[config.mk]
export PLATFORM = sky130hd
export DESIGN_NAME = mafps_regs
export DESIGN_NICKNAME = d
export VERILOG_FILES = /design/src/hw/mafps_pkg.sv /design/src/hw/mafps_regs.sv
export VERILOG_INCLUDE_DIRS = /design/src /design/src/hw
export SDC_FILE = /design/constraint.sdc
export NUM_CORES = 1
export LEC_CHECK = 0
export BUFFER_PORTS_ARGS = -buffer_cell sky130_fd_sc_hd__buf_4
export CAP_MARGIN = 10
export CELL_PAD_IN_SITES_DETAIL_PLACEMENT = 0
export CELL_PAD_IN_SITES_GLOBAL_PLACEMENT = 1
export CORE_ASPECT_RATIO = 0.8
export CORE_MARGIN = 1.5
export CORE_UTILIZATION = 48
export CTS_CLUSTER_DIAMETER = 40
export CTS_CLUSTER_SIZE = 24
export DETAILED_ROUTE_END_ITERATION = 7
export PLACE_DENSITY_LB_ADDON = 0.1
export SLEW_MARGIN = 30
export SYNTH_ARGS = -nofsm -noshare
export SYNTH_HDL_FRONTEND = slang
export SYNTH_SLANG_ARGS = --single-unit
[constraint.sdc]
create_clock -name clk -period 3.5 [get_ports clk]
set_input_delay 0 -clock clk [delete_from_list [all_inputs] [get_ports clk]]
set_output_delay 0 -clock clk [all_outputs]
set_load 0.01 [all_outputs]
[src/hw/mafps_defs.svh]
// Register offsets, field positions and reset values of the
// address filter, pause and statistics register block.
// Assumes byte addresses on a 32-bit Avalon-MM slave port.
`ifndef MAFPS_DEFS_SVH
`define MAFPS_DEFS_SVH

// Byte offsets of the registers
`define MAFPS_OFS_PAUSE    8'h00
`define MAFPS_OFS_HASH_LO  8'h04
`define MAFPS_OFS_HASH_HI  8'h08
`define MAFPS_OFS_SLOT     8'h0C
`define MAFPS_SLOT_STRIDE  8'h08
`define MAFPS_OFS_TYPE     8'h2C
`define MAFPS_OFS_PHYCTL   8'h30
`define MAFPS_OFS_PFCNT    8'h34
`define MAFPS_OFS_STATUS   8'h38
`define MAFPS_OFS_NETCTL   8'h3C
`define MAFPS_OFS_NETCFG   8'h40

// Field positions
`define MAFPS_BIT_RMII     0
`define MAFPS_BIT_TRANSCEIVER_CLOCK_GATE    1
`define MAFPS_BIT_RXEN     2
`define MAFPS_BIT_STATWE   7
`define MAFPS_BIT_BIGFRM   8
`define MAFPS_BIT_PEXP     13

// Reset values
`define MAFPS_RST_WORD     32'h0000_0000
`define MAFPS_RST_HALF     16'h0000
`define MAFPS_RST_BIT      1'b0

// Frame length limits in bytes
`define MAFPS_LEN_MIN      16'h0040
`define MAFPS_LEN_MAX      16'h05EE
`define MAFPS_LEN_MAX_BIG  16'h0600

`endif

[src/hw/mafps_pkg.sv]
// Types shared by the address filter, pause and statistics block.
// Assumes the constants of mafps_defs.svh alongside.
package mafps_pkg;

  // Bus handshake phases
  typedef enum logic {
    BUS_IDLE,
    BUS_DONE
  } mafps_bus_state_t;

  typedef logic [31:0] mafps_word_t;
  typedef logic [15:0] mafps_half_t;

endpackage

[src/hw/mafps_regs.sv]
// Pause countdown, hash filter, destination match slots, frame type
// compare, PHY interface control and the good pause frame counter.
// Assumes an Avalon-MM master on clk and receive events on clk.
//
// Implementation choices: register access over Avalon-MM and the register offsets.
`timescale 1ns/1ps
`include "mafps_defs.svh"

module mafps_regs #(
  parameter int SLOTS  = 4,
  parameter int STAT_W = 16
) (
  // Clock and reset
  input  wire logic              clk,
  input  wire logic              rst_n,
  // Avalon-MM slave
  input  wire logic [7:0]        address,
  input  wire logic              read,
  input  wire logic              write,
  input  wire logic [31:0]       writedata,
  output logic      [31:0]       readdata,
  output logic                   waitrequest,
  // Pause timing from the MAC core
  input  wire logic              pauseQuantumTick,
  input  wire logic              pauseLoad,
  input  wire logic [15:0]       pauseLoadValue,
  // Received frame summary
  input  wire logic              rxFrameDone,
  input  wire logic              rxFrameIsPause,
  input  wire logic [15:0]       rxFrameLength,
  input  wire logic              rxFcsError,
  input  wire logic              rxAlignError,
  input  wire logic              rxSymbolError,
  // Received header fields
  input  wire logic [47:0]       rxDestAddr,
  input  wire logic [5:0]        rxHashIndex,
  input  wire logic [15:0]       rxTypeField,
  // Filter results
  output logic      [SLOTS-1:0]  slotMatch,
  output logic                   hashHit,
  output logic                   typeMatch,
  // Status towards the MAC core
  output logic                   pauseActive,
  output logic                   pauseExpiredFlag,
  // PHY side control
  output logic                   rmiiSelect,
  output logic                   transceiverClockGate
);

  // Bus handshake state
  mafps_pkg::mafps_bus_state_t busState_r;
  mafps_pkg::mafps_bus_state_t busState_nxt;
  logic [31:0]                 readdata_r;
  logic [31:0]                 readdata_nxt;
  logic                        busReq;
  logic                        rdCapture;
  logic                        wrAccept;

  // Software visible storage
  logic [15:0]                 pauseCount_r;
  logic [15:0]                 pauseCount_nxt;
  logic                        pauseExpired_r;
  logic                        pauseExpired_nxt;
  logic [63:0]                 hash_r;
  logic [63:0]                 hash_nxt;
  logic [31:0]                 slotLow_r [SLOTS];
  logic [31:0]                 slotLow_nxt [SLOTS];
  logic [15:0]                 slotHigh_r [SLOTS];
  logic [15:0]                 slotHigh_nxt [SLOTS];
  logic [15:0]                 frameType_r;
  logic [15:0]                 frameType_nxt;
  logic [1:0]                  phyCtl_r;
  logic [1:0]                  phyCtl_nxt;
  logic                        rxEnable_r;
  logic                        rxEnable_nxt;
  logic                        statWriteEn_r;
  logic                        statWriteEn_nxt;
  logic                        bigFrames_r;
  logic                        bigFrames_nxt;
  logic [STAT_W-1:0]           pauseFrames_r;
  logic [STAT_W-1:0]           pauseFrames_nxt;

  // Filter result registers
  logic [SLOTS-1:0]            slotMatch_r;
  logic [SLOTS-1:0]            slotMatch_nxt;
  logic                        hashHit_r;
  logic                        hashHit_nxt;
  logic                        typeMatch_r;
  logic                        typeMatch_nxt;

  // Frame qualification
  logic [15:0]                 lenLimit;
  logic                        goodPause;

  // True when addr selects the low or high word of slot idx
  // Shared by the read mux and the write decode
  function automatic logic slotHit(
    input logic [7:0] addr,
    input int         idx,
    input logic       high
  );
    logic [7:0] base;
    base = `MAFPS_OFS_SLOT + 8'(idx) * `MAFPS_SLOT_STRIDE;
    // High word sits one word above the low word
    if (high) begin
      base = base + 8'h04;
    end
    return addr == base;
  endfunction

  // Handshake: one wait state, then waitrequest low for one cycle
  // Read side effects fire on the first cycle only, once per read
  // Writes land on the edge that ends the cycle with waitrequest low
  assign busReq      = read | write;
  assign rdCapture   = read & (busState_r == mafps_pkg::BUS_IDLE);
  assign wrAccept    = write & (busState_r == mafps_pkg::BUS_DONE);
  assign waitrequest = busReq & (busState_r != mafps_pkg::BUS_DONE);
  assign readdata    = readdata_r;

  // Next bus state and read data capture
  always_comb begin
    busState_nxt = busState_r;
    readdata_nxt = readdata_r;
    case (busState_r)
      mafps_pkg::BUS_IDLE: begin
        if (busReq) begin
          busState_nxt = mafps_pkg::BUS_DONE;
        end
        // Read data latched while waitrequest is high
        if (read) begin
          // Reserved and unmapped bits read as zero
          readdata_nxt = `MAFPS_RST_WORD;
          case (address)
            `MAFPS_OFS_PAUSE:   readdata_nxt[15:0] = pauseCount_r;
            `MAFPS_OFS_HASH_LO: readdata_nxt = hash_r[31:0];
            `MAFPS_OFS_HASH_HI: readdata_nxt = hash_r[63:32];
            `MAFPS_OFS_TYPE:    readdata_nxt[15:0] = frameType_r;
            `MAFPS_OFS_PHYCTL:  readdata_nxt[1:0] = phyCtl_r;
            `MAFPS_OFS_PFCNT:   readdata_nxt[STAT_W-1:0] = pauseFrames_r;
            `MAFPS_OFS_STATUS:  readdata_nxt[`MAFPS_BIT_PEXP] = pauseExpired_r;
            `MAFPS_OFS_NETCTL: begin
              readdata_nxt[`MAFPS_BIT_RXEN]   = rxEnable_r;
              readdata_nxt[`MAFPS_BIT_STATWE] = statWriteEn_r;
            end
            `MAFPS_OFS_NETCFG:  readdata_nxt[`MAFPS_BIT_BIGFRM] = bigFrames_r;
            default: begin
              // Slot words decoded by the shared address function
              for (int i = 0; i < SLOTS; i++) begin
                if (slotHit(address, i, 1'b0)) begin
                  readdata_nxt = slotLow_r[i];
                end
                if (slotHit(address, i, 1'b1)) begin
                  readdata_nxt[15:0] = slotHigh_r[i];
                end
              end
            end
          endcase
        end
      end
      mafps_pkg::BUS_DONE: begin
        // Second cycle: waitrequest low, back to idle
        busState_nxt = mafps_pkg::BUS_IDLE;
      end
      default: begin
        busState_nxt = mafps_pkg::BUS_IDLE;
      end
    endcase
  end

  // Bus state registers
  // readdata_r holds until the next read is taken
  always_ff @(posedge clk or negedge rst_n) begin
    if (!rst_n) begin
      busState_r <= mafps_pkg::BUS_IDLE;
      readdata_r <= `MAFPS_RST_WORD;
    end else begin
      busState_r <= busState_nxt;
      readdata_r <= readdata_nxt;
    end
  end

  // Next values of plain read-write configuration
  always_comb begin
    hash_nxt        = hash_r;
    frameType_nxt   = frameType_r;
    phyCtl_nxt      = phyCtl_r;
    rxEnable_nxt    = rxEnable_r;
    statWriteEn_nxt = statWriteEn_r;
    bigFrames_nxt   = bigFrames_r;
    for (int i = 0; i < SLOTS; i++) begin
      slotLow_nxt[i]  = slotLow_r[i];
      slotHigh_nxt[i] = slotHigh_r[i];
    end
    // Accepted writes only, never during the wait state
    if (wrAccept) begin
      // Counter and pause writes are handled with their own state
      case (address)
        `MAFPS_OFS_HASH_LO: hash_nxt[31:0]  = writedata;
        `MAFPS_OFS_HASH_HI: hash_nxt[63:32] = writedata;
        `MAFPS_OFS_TYPE:    frameType_nxt = writedata[15:0];
        `MAFPS_OFS_PHYCTL:  phyCtl_nxt = writedata[1:0];
        `MAFPS_OFS_NETCTL: begin
          rxEnable_nxt    = writedata[`MAFPS_BIT_RXEN];
          statWriteEn_nxt = writedata[`MAFPS_BIT_STATWE];
        end
        `MAFPS_OFS_NETCFG:  bigFrames_nxt = writedata[`MAFPS_BIT_BIGFRM];
        default: begin
          for (int i = 0; i < SLOTS; i++) begin
            if (slotHit(address, i, 1'b0)) begin
              slotLow_nxt[i] = writedata;
            end
            if (slotHit(address, i, 1'b1)) begin
              slotHigh_nxt[i] = writedata[15:0];
            end
          end
        end
      endcase
    end
  end

  // Configuration registers
  always_ff @(posedge clk or negedge rst_n) begin
    if (!rst_n) begin
      // Cleared storage; software programs filters after reset
      hash_r        <= {`MAFPS_RST_WORD, `MAFPS_RST_WORD};
      frameType_r   <= `MAFPS_RST_HALF;
      phyCtl_r      <= {`MAFPS_RST_BIT, `MAFPS_RST_BIT};
      rxEnable_r    <= `MAFPS_RST_BIT;
      statWriteEn_r <= `MAFPS_RST_BIT;
      bigFrames_r   <= `MAFPS_RST_BIT;
      for (int i = 0; i < SLOTS; i++) begin
        slotLow_r[i]  <= `MAFPS_RST_WORD;
        slotHigh_r[i] <= `MAFPS_RST_HALF;
      end
    end else begin
      hash_r        <= hash_nxt;
      frameType_r   <= frameType_nxt;
      phyCtl_r      <= phyCtl_nxt;
      rxEnable_r    <= rxEnable_nxt;
      statWriteEn_r <= statWriteEn_nxt;
      bigFrames_r   <= bigFrames_nxt;
      for (int i = 0; i < SLOTS; i++) begin
        slotLow_r[i]  <= slotLow_nxt[i];
        slotHigh_r[i] <= slotHigh_nxt[i];
      end
    end
  end

  // Pause countdown and its expired flag
  always_comb begin
    pauseCount_nxt   = pauseCount_r;
    pauseExpired_nxt = pauseExpired_r;
    // Read clear first so a same-cycle expiry still sets
    if (rdCapture && address == `MAFPS_OFS_STATUS) begin
      pauseExpired_nxt = 1'b0;
    end
    // Software write wins over a load, a load over a tick
    if (wrAccept && address == `MAFPS_OFS_PAUSE) begin
      pauseCount_nxt = writedata[15:0];
    end else if (pauseLoad) begin
      pauseCount_nxt = pauseLoadValue;
    end else if (pauseQuantumTick && pauseCount_r != `MAFPS_RST_HALF) begin
      // Count never wraps below zero
      pauseCount_nxt = pauseCount_r - 16'h0001;
      // Flag only on a real one to zero step, not on writing zero
      if (pauseCount_r == 16'h0001) begin
        pauseExpired_nxt = 1'b1;
      end
    end
  end

  // Pause registers
  // Count and flag reset idle: no pause pending
  always_ff @(posedge clk or negedge rst_n) begin
    if (!rst_n) begin
      pauseCount_r   <= `MAFPS_RST_HALF;
      pauseExpired_r <= `MAFPS_RST_BIT;
    end else begin
      pauseCount_r   <= pauseCount_nxt;
      pauseExpired_r <= pauseExpired_nxt;
    end
  end

  // Good pause frame qualification
  // Length limits are inclusive; any receive error disqualifies
  // Receive enable gates counting only, not the filters
  assign lenLimit  = bigFrames_r ? `MAFPS_LEN_MAX_BIG : `MAFPS_LEN_MAX;
  assign goodPause = rxFrameDone & rxFrameIsPause & rxEnable_r
                   & (rxFrameLength >= `MAFPS_LEN_MIN)
                   & (rxFrameLength <= lenLimit)
                   & ~(rxFcsError | rxAlignError | rxSymbolError);

  // Pause frame counter: clear on read, saturate, gated writes
  always_comb begin
    pauseFrames_nxt = pauseFrames_r;
    if (rdCapture && address == `MAFPS_OFS_PFCNT) begin
      pauseFrames_nxt = '0;
    end
    // Event in the clearing cycle counts from zero; sticks at all ones
    if (goodPause && pauseFrames_nxt != {STAT_W{1'b1}}) begin
      pauseFrames_nxt = pauseFrames_nxt + STAT_W'(1);
    end
    // Gated software write beats a same-cycle event
    if (wrAccept && address == `MAFPS_OFS_PFCNT && statWriteEn_r) begin
      pauseFrames_nxt = writedata[STAT_W-1:0];
    end
  end

  // Counter register
  // Width follows STAT_W; saturation value tracks it
  always_ff @(posedge clk or negedge rst_n) begin
    if (!rst_n) begin
      pauseFrames_r <= '0;
    end else begin
      pauseFrames_r <= pauseFrames_nxt;
    end
  end

  // Destination slot compare, first byte in rxDestAddr[7:0]
  // Results lag the header inputs by one clock
  // Multicast bit is rxDestAddr[0], the first byte's first bit
  genvar g;
  generate
    for (g = 0; g < SLOTS; g++) begin : gSlot
      assign slotMatch_nxt[g] = rxDestAddr == {slotHigh_r[g], slotLow_r[g]};
    end
  endgenerate

  // Hash and type compare
  always_comb begin
    // Index picks one of the 64 hash bits
    hashHit_nxt   = hash_r[rxHashIndex];
    typeMatch_nxt = rxTypeField == frameType_r;
  end

  // Filter result registers
  always_ff @(posedge clk or negedge rst_n) begin
    if (!rst_n) begin
      slotMatch_r <= '0;
      hashHit_r   <= `MAFPS_RST_BIT;
      typeMatch_r <= `MAFPS_RST_BIT;
    end else begin
      slotMatch_r <= slotMatch_nxt;
      hashHit_r   <= hashHit_nxt;
      typeMatch_r <= typeMatch_nxt;
    end
  end

  // Outputs
  assign slotMatch            = slotMatch_r;
  assign hashHit              = hashHit_r;
  assign typeMatch            = typeMatch_r;
  // Pause stays asserted while the countdown is nonzero
  assign pauseActive          = pauseCount_r != `MAFPS_RST_HALF;
  assign pauseExpiredFlag     = pauseExpired_r;
  // Interface select and clock enable go straight to the PHY side
  assign rmiiSelect           = phyCtl_r[`MAFPS_BIT_RMII];
  assign transceiverClockGate = phyCtl_r[`MAFPS_BIT_TRANSCEIVER_CLOCK_GATE];

endmodule

==> results of run 1 <==
[repair_timing]
action	in CTS	in global routing
endpoints found under the hold margin	606	0
gates resized for setup	0	2
setup endpoints to repair	0	4
hold buffers	105	0
[layer usage]
metal	GRT usage [%]	part of all wire, %
met5	0	0.040
met4	12.7	3.4
met3	10.5	12
met2	52.2	41
met1	58.9	44
[cell type report]
| cell class | instances | area (sq um) | share of cell area (%) |
|---|---|---|---|
| clock buffers | 54 | 1310 | 5.31 |
| clock inverters | 36 | 354 | 1.44 |
| inverters | 14 | 52.6 | 0.214 |
| multi-input cells | 1261 | 10300 | 41.7 |
| flip-flops and latches | 349 | 8730 | 35.5 |
| well taps | 536 | 671 | 2.73 |
| repair buffers | 381 | 3220 | 13.1 |
[synth_stat cells, drive strengths merged (4+ instances only)]
cell type    n  share of area, %
a41oi       17              0.77
o2111ai      4              0.18
nand2      130               2.5
nand3b       8              0.31
a222oi      14              0.72
nand4b       4              0.18
a22oi       28               1.1
nor2        67               1.3
inv         14              0.27
o22ai        5              0.16
nand3       21              0.61
a221o        5              0.26
a22o        26               1.2
a211oi       5              0.19
o31ai       10              0.39
o21ai       99               2.6
clkbuf      79               1.5
and3         6              0.19
nor3        30              0.96
nor4b        8              0.55
buf         30              0.80
a31oi        5              0.16
mux2       273                16
a32oi       10              0.45
o221ai       5              0.23
or2          5              0.16
a21oi       45               1.2
mux2i       16              0.83
and2         6              0.19
dfrtp      349                45
xnor2       31               1.4
nor4        67               2.4
nand4       21              0.68
xor2       201               9.1
a221oi      21              0.95
ha          11              0.71
mux4        21               2.4
[through the flow]
| stage | setup slack [ns] | std cells | total power [uW] | utilization [%] |
|---|---|---|---|---|
| 3_3_place_gp | 0.357 | 2436 | 5650 | 55.2 |
| 4_1_cts | 0.0660 | 2631 | 10800 | 62.1 |
| 6_report | 0.216 | 2631 | 10800 | 62.1 |
| 2_1_floorplan | 0.695 | 1733 | 4890 | - |
| 5_1_grt | 0.0560 | 2631 | 11100 | 62.1 |
| 3_5_place_dp | 0.373 | 2436 | 5660 | 55.2 |
[sequential cells by signal (all words and copies together), names as in the netlist]
signal and cells:
slotLow_r 128, hash_r 64, slotHigh_r 64, readdata 32, frameType_r 16, pauseCount_r 16
pauseFrames_r 16, slotMatch 4, phyCtl_r 2, bigFrames_r 1, busState_r 1, hashHit 1
pauseExpiredFlag 1, rxEnable_r 1, statWriteEn_r 1, typeMatch 1
[final timing paths]
kind	startpoint	endpoint	depth (start not counted)
max in group asynchronous	rst_n	slotLow_r[106]	3
hold reg to reg	readdata[31]	readdata[31]	2
setup / recovery	pauseCount_r[3]	pauseCount_r[5]	9
min in group clk	address[5]	pauseExpiredFlag	5
setup reg to reg	pauseCount_r[3]	pauseCount_r[5]	9
hold / removal	rst_n	pauseFrames_r[13]	2
[power groups by stage]
stage	clock (uW)	combinational [uW]	sequential [uW]
2_1_floorplan	0	493	4400
3_3_place_gp	0	1210	4450
3_5_place_dp	0	1210	4450
4_1_cts	5050	1320	4380
5_1_grt	5230	1420	4400
6_report	5020	1350	4390
[logic make-up after synthesis]
| kind of cell | Yosys count | synth area share (%) |
|---|---|---|
| adder cells (fa/ha/maj) | 11 | 0.710 |
| buffers and inverters | 123 | 2.60 |
| XOR/XNOR | 232 | 10.5 |
| multiplexers | 310 | 19.1 |
| flip-flops | 349 | 45.0 |
| AND/OR/NAND/NOR | 394 | 10.9 |
| AO/OA/AOI/OAI | 314 | 11.1 |
==> reports/qor.yml, run 1 <==
ys.warnings.count: 0
setup-tns-final_ns: 0
post_route_cells_drive_above_1_share_pct: 33.2
synthToLayoutAreaGrowth_pct: 26.8
critical_path.startpoint_type: "register"
vdd.ir_drop.worst_uv: 356
cts_tree: "yes"
die_h_microns: 183
p_leak_uw: 0.0114
reg2reg_setup_slack_ns: 0.22
cp_common_cell: "dlygate4sd3_1"
wl_per_cell_microns: 30.3
cts_buffers: 48
critPathTopFamily: "buffers and inverters"
hold_slack_ns: -0.0160
std_cell_rows: 65
drt.antenna.violating_nets: 0
synthesis.area_sq_um: 19400
dpl-instance-area_sq_um: 21900
detail_route.vias_per_cell: 6.41
pwr-share-comb_pct: 12.5
place_hpwl_microns: 57900
num-nets-final: 2219
cap_viol_max_count: 0
synth_enable_flop_cells: 0
routability_congestion_estimate_from_global_placement: 0.985
net_sw_share_pct: 29.1
synth.distinct_cells: 67
cpMaxStageDelayCell: "dlygate4sd3_1"
yosys_register_bits: 349
syn-num-nets: 1897
worstMarginPinSlew_ns: 1.08
setup.worst_path.end_class: "register"
arrival_ns: 3.81
period_share_pct: 93.8
cp_max_fo: 6
crit_type: "register to register"
cp_num_buf_inv: 2
synth-async-reset-ratio_pct: 100
grt.overflow.total: 0
final_area_sq_um: 24600
htreeDepth: 2
final-hold-violation-count: 1
layout_common_cells: "dfrtp_1, mux2_2, buf_4"
global_route_wire_length_before_repair_microns: 115000
start_util_pct: 48.9
violations: "hold timing"
grt_antenna_before_repair: 7
largest_net_degree_at_the_start_of_global_routing: 97
drtIter0Drc: 2181
grt_pass1_vias: 16100
rsz0062_at_grt: "false"
internal-power_uw: 7630
drv_slew: 0
p_sw_uw: 3130
power.share.clock_pct: 46.7
clk_path_buf_depth: 3
drc: 0
floorplan.die_area_sq_um: 41600
number_of_optimization_iterations_in_the_first_detailed_route_pass: 8
power.density_cell_area_nw_per_um2: 437
maxSlewHeadroom_pct: 27.3
fmax_ghz: 0.305
floorplan.core_area_sq_um: 39600
cts.clk_slew.worst_paths_ns: 0.07
final.min_clock_period_ns: 3.28
die_w_microns: 228
clkSinkCount: 349
path_cells: "nor3_1, nand2_1, o21a_1, nand3_1, xnor2_1, mux2i_1, dlygate4sd3_1, o21ai_0, dlygate4sd3_1"
ctsRootBufferMaster: "clkbuf_16"
routed_wl_microns: 79800
synth_seq_area_share_pct: 45.0
postSynthCellCount: 1733
synth_ff_type: "dfrtp_1"
portBuffers: 195
power_frac_seq_pct: 40.8
most_common_library_cell_in_the_layout_ignoring_fill_and_taps: "dfrtp_1"
floorplan.io_pins: 196
clk_latency_ns: 0.59
fill_cells: 3263
detailroute.via_count: 16900
biggest_cell_delay_along_the_critical_path_ns: 0.57
timing.final.setup_violations: 0
timing.critical_path.required_ns: 4.03
grt_usage_pct: 38.6
post_cts_buffers: 0
average_size_of_a_mapped_cell_sq_um: 11.2
n_antenna_cell: 0
hp-class: "primary input to async pin"
clock_tree_skew_after_final_layout_ns: 0.0334
outcome: "finished with violations"
No activity file was read; power rests on OpenSTA's default activity.
==> run 2: changes to the inputs <==
--- a/config.mk
+++ b/config.mk
@@ -18,4 +18,5 @@
 export DETAILED_ROUTE_END_ITERATION = 7
 export PLACE_DENSITY_LB_ADDON = 0.1
+export RECOVER_POWER = 50
 export SLEW_MARGIN = 30
 export SYNTH_ARGS = -nofsm -noshare
==> constraint.sdc (replaced) <==
create_clock -name clk -period 3.5 [get_ports clk]
set_input_delay 0 -clock clk [delete_from_list [all_inputs] [get_ports clk]]
set_output_delay 0 -clock clk [all_outputs]
set_load 0.005 [all_outputs]
==> reports/qor.yml, run 2 (same netlist as run 1, synthesis figures left out) <==
outcome: "finished with violations"  # unchanged
violations: "DRC, capacitance limit, slew limit"  # was hold timing
p_leak_uw: 0.0114  # about the same
num-nets-final: 2219  # unchanged
timing.final.setup_violations: 0  # unchanged
fmax_ghz: 0.302  # was 0.305 GHz
std_cell_rows: 65  # unchanged
cts_buffers: 48  # unchanged
layout_common_cells: "dfrtp_1, mux2_2, buf_4"  # unchanged
maxSlewHeadroom_pct: -28.6  # was 27.3%
floorplan.die_area_sq_um: 41600  # unchanged
arrival_ns: 3.83  # was 3.81 ns
final_area_sq_um: 24500  # was 24600 sq um
number_of_optimization_iterations_in_the_first_detailed_route_pass: 8  # unchanged
die_h_microns: 183  # unchanged
largest_register_ffs: 128  # unchanged
clk_latency_ns: 0.60  # was 0.59 ns
cpMaxStageDelayCell: "dlygate4sd3_1"  # unchanged
power.density_cell_area_nw_per_um2: 437  # about the same
hp-start: "address[5]"
drv_slew: 76  # was 0
path_cells: "nor3_1, nand2_1, o21a_1, nand3_1, xnor2_1, mux2i_1, dlygate4sd3_1, o21ai_0, dlygate4sd3_1"  # unchanged
cp_common_cell: "dlygate4sd3_1"  # unchanged
biggest_cell_delay_along_the_critical_path_ns: 0.58  # was 0.57 ns
cts_tree: "yes"  # unchanged
die_w_microns: 228  # unchanged
cp_num_buf_inv: 2  # unchanged
post_route_cells_drive_above_1_share_pct: 33.0  # was 33.2%
cp_launch_point: "pauseCount_r[3]"  # unchanged
drtIter0Drc: 2175  # was 2181
setup-tns-final_ns: 0  # unchanged
most_common_library_cell_in_the_layout_ignoring_fill_and_taps: "dfrtp_1"  # unchanged
layout.core_utilization_pct: 61.9  # was 62.1%
cp_max_fo: 6  # unchanged
layout.cells.non_filler: 2632  # was 2631
grt_antenna_before_repair: 7  # unchanged
wl_per_cell_microns: 30.3  # about the same
detail_route.vias_per_cell: 6.41  # about the same
critical_path.startpoint_type: "register"  # unchanged
crit_type: "register to register"  # unchanged
rsz0062_at_grt: "false"  # unchanged
floorplan.io_pins: 196  # unchanged
hold_slack_ns: 0.0409  # was -0.0160 ns
reg_top3: "slotLow_r (128), hash_r (64), slotHigh_r (64)"  # unchanged
period_share_pct: 94.5  # was 93.8%
final.min_clock_period_ns: 3.31  # was 3.28 ns
ctsRootBufferMaster: "clkbuf_16"  # unchanged
detailroute.via_count: 16900  # about the same
routed_wl_microns: 79800  # about the same
htreeDepth: 2  # unchanged
setup.worst_path.end_class: "register"  # unchanged
grt.overflow.total: 0  # unchanged
placed_cells: 2436  # unchanged
grt_pass1_vias: 16100  # unchanged
clk_path_buf_depth: 3  # unchanged
floorplan.core_area_sq_um: 39600  # unchanged
clock_tree_skew_after_final_layout_ns: 0.0364  # was 0.0334 ns
final-hold-violation-count: 0  # was 1
timing.critical_path.required_ns: 4.02  # was 4.03 ns
synthToLayoutAreaGrowth_pct: 26.5  # was 26.8%
top_register: "slotLow_r"  # unchanged
start_util_pct: 48.9  # unchanged
hp-class: "primary input to register"  # was primary input to async pin
vdd.ir_drop.worst_uv: 357  # was 356 uV
cts.clk_slew.worst_paths_ns: 0.07  # about the same
drc: 17  # was 0
grt_usage_pct: 38.6  # unchanged
routability_congestion_estimate_from_global_placement: 0.985  # unchanged
worstMarginPinSlew_ns: 1.93  # was 1.08 ns
portBuffers: 195  # unchanged
cap_viol_max_count: 1  # was 0
reg2reg_from: "pauseCount_r[3]"  # unchanged
clkSinkCount: 349  # unchanged
place_hpwl_microns: 57900  # unchanged
global_route_wire_length_before_repair_microns: 115000  # unchanged
dpl-instance-area_sq_um: 21900  # unchanged
drt.antenna.violating_nets: 0  # unchanged
critPathTopFamily: "buffers and inverters"  # unchanged
largest_net_degree_at_the_start_of_global_routing: 97  # unchanged
==> run 2: changes by cell type in the layout (fill, tap and decap cells not counted), sizes merged <==
cell    before  now
buf        276  250
diode        0    1
clkbuf      54   80
==> run 2: area by class of cell <==
type / count / area [sq um]
diodes: 1 / 2.50
clock buffers: 54 / 1310
clock inverters: 36 / 354
fillers: 3272 / 15100
inverters: 14 / 52.6
multi-input cells: 1261 / 10300
flip-flops and latches: 349 / 8730
well taps: 536 / 671
repair buffers: 381 / 3150
==> run 2: final timing paths <==
kind                                     end  slack, ns  depth (start not counted)
hold / removal              pauseExpiredFlag       0.04                          5
setup / recovery             pauseCount_r[5]       0.19                          9
hold reg to reg                 readdata[31]       0.49                          2
min in group asynchronous  pauseFrames_r[13]       0.49                          2
max in group asynchronous     slotLow_r[106]       0.61                          3
setup reg to reg             pauseCount_r[5]       0.19                          9
==> run 2: timing repair <==
| item | 4_1_cts | 5_1_grt |
|---|---|---|
| setup buffers | 0 | 0 |
| gates resized for setup | 0 | 2 |
| hold endpoints to repair | 606 | 0 |
| setup endpoints to repair | 0 | 4 |
| hold buffers | 105 | 0 |
==> run 2: worst reg2reg max path, delay by kind of cell, from the launching register on <==
| kind | cells | cell delay (ns) |
|---|---|---|
| buf+inv | 2 | 1.14 |
| simple gates | 3 | 0.93 |
| flops | 1 | 0.49 |
| compound gates | 2 | 0.44 |
| xor+xnor | 1 | 0.16 |
| mux | 1 | 0.09 |
==> run 2: metrics by stage <==
| step | total power (uW) | setup slack, ns |
|---|---|---|
| 5_1_grt | 11000 | 0.0560 |
| 3_3_place_gp | 5630 | 0.357 |
| 4_1_cts | 10700 | 0.0660 |
| 3_5_place_dp | 5640 | 0.373 |
| 6_report | 10700 | 0.193 |
| 2_1_floorplan | 4870 | 0.695 |
==> run 2: per-layer routing <==
layer	GRT usage [%]	wire length, microns	part of all wire [%]	vias to the layer above
met1	58.9	34900	44	8595
met2	52.2	32700	41	1028
met5	0	32	0.040	-
li1	-	-	-	7093
met3	10.5	9670	12	148
met4	12.7	2530	3.2	4
==> run 2: power breakdown <==
group          internal [uW]  switching, uW  total [uW]
sequential              4200            193        4390
combinational            552            758        1310
clock                   2870           2160        5030
==> run 3: changes to the inputs <==
ABC_AREA = 1   (was not set)
CORE_UTILIZATION = 44   (was 48)
==> reports/qor.yml, run 3 <==
outcome: "finished with violations"  # unchanged
violations: "capacitance limit, slew limit"  # was DRC, capacitance limit, slew limit
timing.final.setup_violations: 0  # unchanged
hold_slack_ns: 0.0705  # was 0.0409 ns
preCtsSetupSlack_ns: 0.815  # was 0.373 ns
hp-start: "address[7]"  # was address[5]
drt.antenna.violating_nets: 0  # unchanged
ys.warnings.count: 0  # unchanged
postSynthCellCount: 2596  # was 1733
floorplan.die_area_sq_um: 46400  # was 41600 sq um
post_route_cells_drive_above_1_share_pct: 13.0  # was 33.0%
cp_common_cell: "nand2_1"  # was dlygate4sd3_1
portBuffers: 195  # unchanged
cp_max_fo: 11  # was 6
yosys_register_bits: 349  # unchanged
rsz0062_at_grt: "false"  # unchanged
cts_tree: "yes"  # unchanged
cp_launch_point: "pauseCount_r[0]"  # was pauseCount_r[3]
most_common_library_cell_in_the_layout_ignoring_fill_and_taps: "nand2_1"  # was dfrtp_1
drtIter0Drc: 1842  # was 2175
cts.clk_slew.worst_paths_ns: 0.06  # was 0.07 ns
reg2reg_from: "pauseCount_r[0]"  # was pauseCount_r[3]
average_size_of_a_mapped_cell_sq_um: 7.64  # was 11.2 sq um
setup.worst_path.end_class: "register"  # unchanged
dpl-instance-area_sq_um: 22000  # was 21900 sq um
layout.cells.non_filler: 3521  # was 2632
p_leak_uw: 0.0115  # was 0.0114 uW
fmax_ghz: 0.303  # was 0.302 GHz
synth_seq_area_share_pct: 44.0  # was 45.0%
ys_top_cells_by_area: "dfrtp_1, nand2_1, o21ai_0, xnor2_1, inv_1"  # was dfrtp_1, mux2_2, xor2_1, nand2_1, mux4_2
clk_latency_ns: 0.61  # was 0.60 ns
post_cts_buffers: 0  # unchanged
register_area_sq_um: 8730  # unchanged
floorplan.io_pins: 196  # unchanged
synth.top_cells.by_count: "nand2_1, dfrtp_1, o21ai_0"  # was dfrtp_1, mux2_2, xor2_1
start_util_pct: 44.6  # was 48.9%
reg_top3: "slotLow_r (128), hash_r (64), slotHigh_r (64)"  # unchanged
die_h_microns: 193  # was 183 microns
path_cells: "inv_1, ha_1, nand2_1, nor2_4, nand3_2, inv_1, nand2_1, nand2_1, a21oi_1, buf_4, o211ai_1, dlygate4sd3_1, o221ai_1, dlygate4sd3_1"  # was nor3_1, nand2_1, o21a_1, nand3_1, xnor2_1, mux2i_1, dlygate4sd3_1, o21ai_0, dlygate4sd3_1
clk_path_buf_depth: 3  # unchanged
clock_tree_skew_after_final_layout_ns: 0.0244  # was 0.0364 ns
htreeDepth: 2  # unchanged
synth_largest_area_cell: "dfrtp_1"  # unchanged
std_cell_rows: 69  # was 65
top_register: "slotLow_r"  # unchanged
clkSinkCount: 349  # unchanged
synth.distinct_cells: 38  # was 67
arrival_ns: 3.79  # was 3.83 ns
synth_enable_flop_cells: 0  # unchanged
layout_common_cells: "nand2_1, dfrtp_1, o21ai_0"  # was dfrtp_1, mux2_2, buf_4
ctsRootBufferMaster: "clkbuf_16"  # unchanged
cpMaxStageDelayCell: "dlygate4sd3_1"  # unchanged
global_route_wire_length_before_repair_microns: 112000  # was 115000 microns
critical_path.startpoint_type: "register"  # unchanged
final-hold-violation-count: 0  # unchanged
crit_type: "register to register"  # unchanged
grt_antenna_before_repair: 2  # was 7
power.density_cell_area_nw_per_um2: 465  # was 437 nW/um^2
detail_route.vias_per_cell: 5.48  # was 6.41
biggest_cell_delay_along_the_critical_path_ns: 0.59  # was 0.58 ns
synthesis.area_sq_um: 19800  # was 19400 sq um
number_of_optimization_iterations_in_the_first_detailed_route_pass: 5  # was 8
final_area_sq_um: 25000  # was 24500 sq um
largest_net_degree_at_the_start_of_global_routing: 86  # was 97
setup-tns-final_ns: 0  # unchanged
vdd.ir_drop.worst_uv: 359  # was 357 uV
placed_cells: 3303  # was 2436
timing.critical_path.required_ns: 3.99  # was 4.02 ns
num-nets-final: 3033  # was 2219
period_share_pct: 94.3  # was 94.5%
final_critical_path_setup_slack_ns: 0.199  # was 0.193 ns
final.min_clock_period_ns: 3.30  # was 3.31 ns
grt_pass1_vias: 18500  # was 16100
synthToLayoutAreaGrowth_pct: 26.1  # was 26.5%
worstMarginPinSlew_ns: 2.49  # was 1.93 ns
wl_per_cell_microns: 21.2  # was 30.3 microns
routed_wl_microns: 74600  # was 79800 microns
synth-async-reset-ratio_pct: 100  # unchanged
multiInputGateArea_sq_um: 9700  # was 10300 sq um
detailroute.via_count: 19300  # was 16900
place_hpwl_microns: 54700  # was 57900 microns
syn-num-nets: 2760  # was 1897
yosys.cell_count.top_type: "nand2_1"  # was dfrtp_1
synth_ff_type: "dfrtp_1"  # unchanged
largest_register_ffs: 128  # unchanged
grt.overflow.total: 0  # unchanged
maxSlewHeadroom_pct: -66.2  # was -28.6%
cap_viol_max_count: 1  # unchanged
floorplan.core_area_sq_um: 44500  # was 39600 sq um
die_w_microns: 240  # was 228 microns
fill_cells: 4187  # was 3272
cp_num_buf_inv: 5  # was 2
critPathTopFamily: "buffers and inverters"  # unchanged
synth_top_area_share_pct: 44.0  # was 45.0%
cts_buffers: 56  # was 48
grt_usage_pct: 32.3  # was 38.6%
routability_congestion_estimate_from_global_placement: 0.944  # was 0.985
drv_slew: 85  # was 76
drc: 0  # was 17
hp-class: "primary input to register"  # unchanged
-- run 3: changes by cell type in the layout (fill, tap and decap cells not counted), sizes merged, moves of 97 or more --
cell / change
xor2: -149
nor2: +97
mux2: -273
o21ai: +184
o21a: +102
inv: +231
nand2: +607
-- run 3: cell families (layout without fill, tap and decap cells) --
| kind of cell | after synthesis | in the layout | synth area share [%] |
|---|---|---|---|
| and+or+nand+nor | 1110 | 1110 | 23.1 |
| AOI/OAI and AO/OA | 562 | 562 | 16.8 |
| buffers and inverters | 386 | 707 | 7.51 |
| DFF | 349 | 349 | 44.0 |
| xor gates and xnor gates | 177 | 177 | 7.81 |
| adders and majority gates | 11 | 11 | 0.694 |
| muxes | 1 | 1 | 0.0504 |
| other | 0 | 1 | 0 |
-- run 3: worst min-delay path, stage by stage --
cell,delay (ns)
buf_4,0.09
inv_1,0.05
nand2_1,0.05
nor2_1,0.07
nand2_1,0.10
inv_1,0.07
nand2_1,0.11
o21ai_0,0.08
-- run 3: worst paths after layout --
path,to,slack (ns),cells after the start
setup reg to reg,pauseCount_r[4],0.20,14
max in group asynchronous,slotLow_r[8],0.54,3
hold reg to reg,hash_r[25],0.49,2
min in group asynchronous,pauseCount_r[8],0.69,2
hold / removal,rxEnable_r,0.07,8
setup / recovery,pauseCount_r[4],0.20,14
-- run 3: routing by layer --
layer / track usage [%] / wire [microns] / vias to the layer above
met5: 0 / 0 / -
met4: 9.94 / 2000 / 0
met3: 5.75 / 5740 / 132
met2: 50.6 / 33700 / 726
met1: 45.5 / 33200 / 9362
li1: - / - / 9067
-- run 3: layout make-up --
class,count,share of cell area [%]
clock buffers,66,6.08
inverters,253,3.79
flip-flops and latches,349,34.9
multi-input cells,1861,38.8
clock inverters,40,1.81
well taps,603,3.01
repair buffers,348,11.6
diodes,1,0.0100
-- run 3: what timing repair did --
| action | in CTS | in global routing |
|---|---|---|
| hold endpoints to repair | 301 | 0 |
| setup endpoints to repair | 0 | 1 |
| gates resized for setup | 0 | 3 |
| hold buffers | 111 | 0 |
-- run 3: through the flow --
stage	power, uW	utilization, %
finish	11600	56.3
global route	12000	56.3
CTS	11700	56.3
detailed placement	5740	49.4
global placement	5720	49.3
floorplan	5080	-
-- run 3: where the power goes --
group	internal (uW)	total (uW)	switching, uW
Combinational	599	1370	768
Sequential	4240	4420	183
Clock	3550	5840	2280
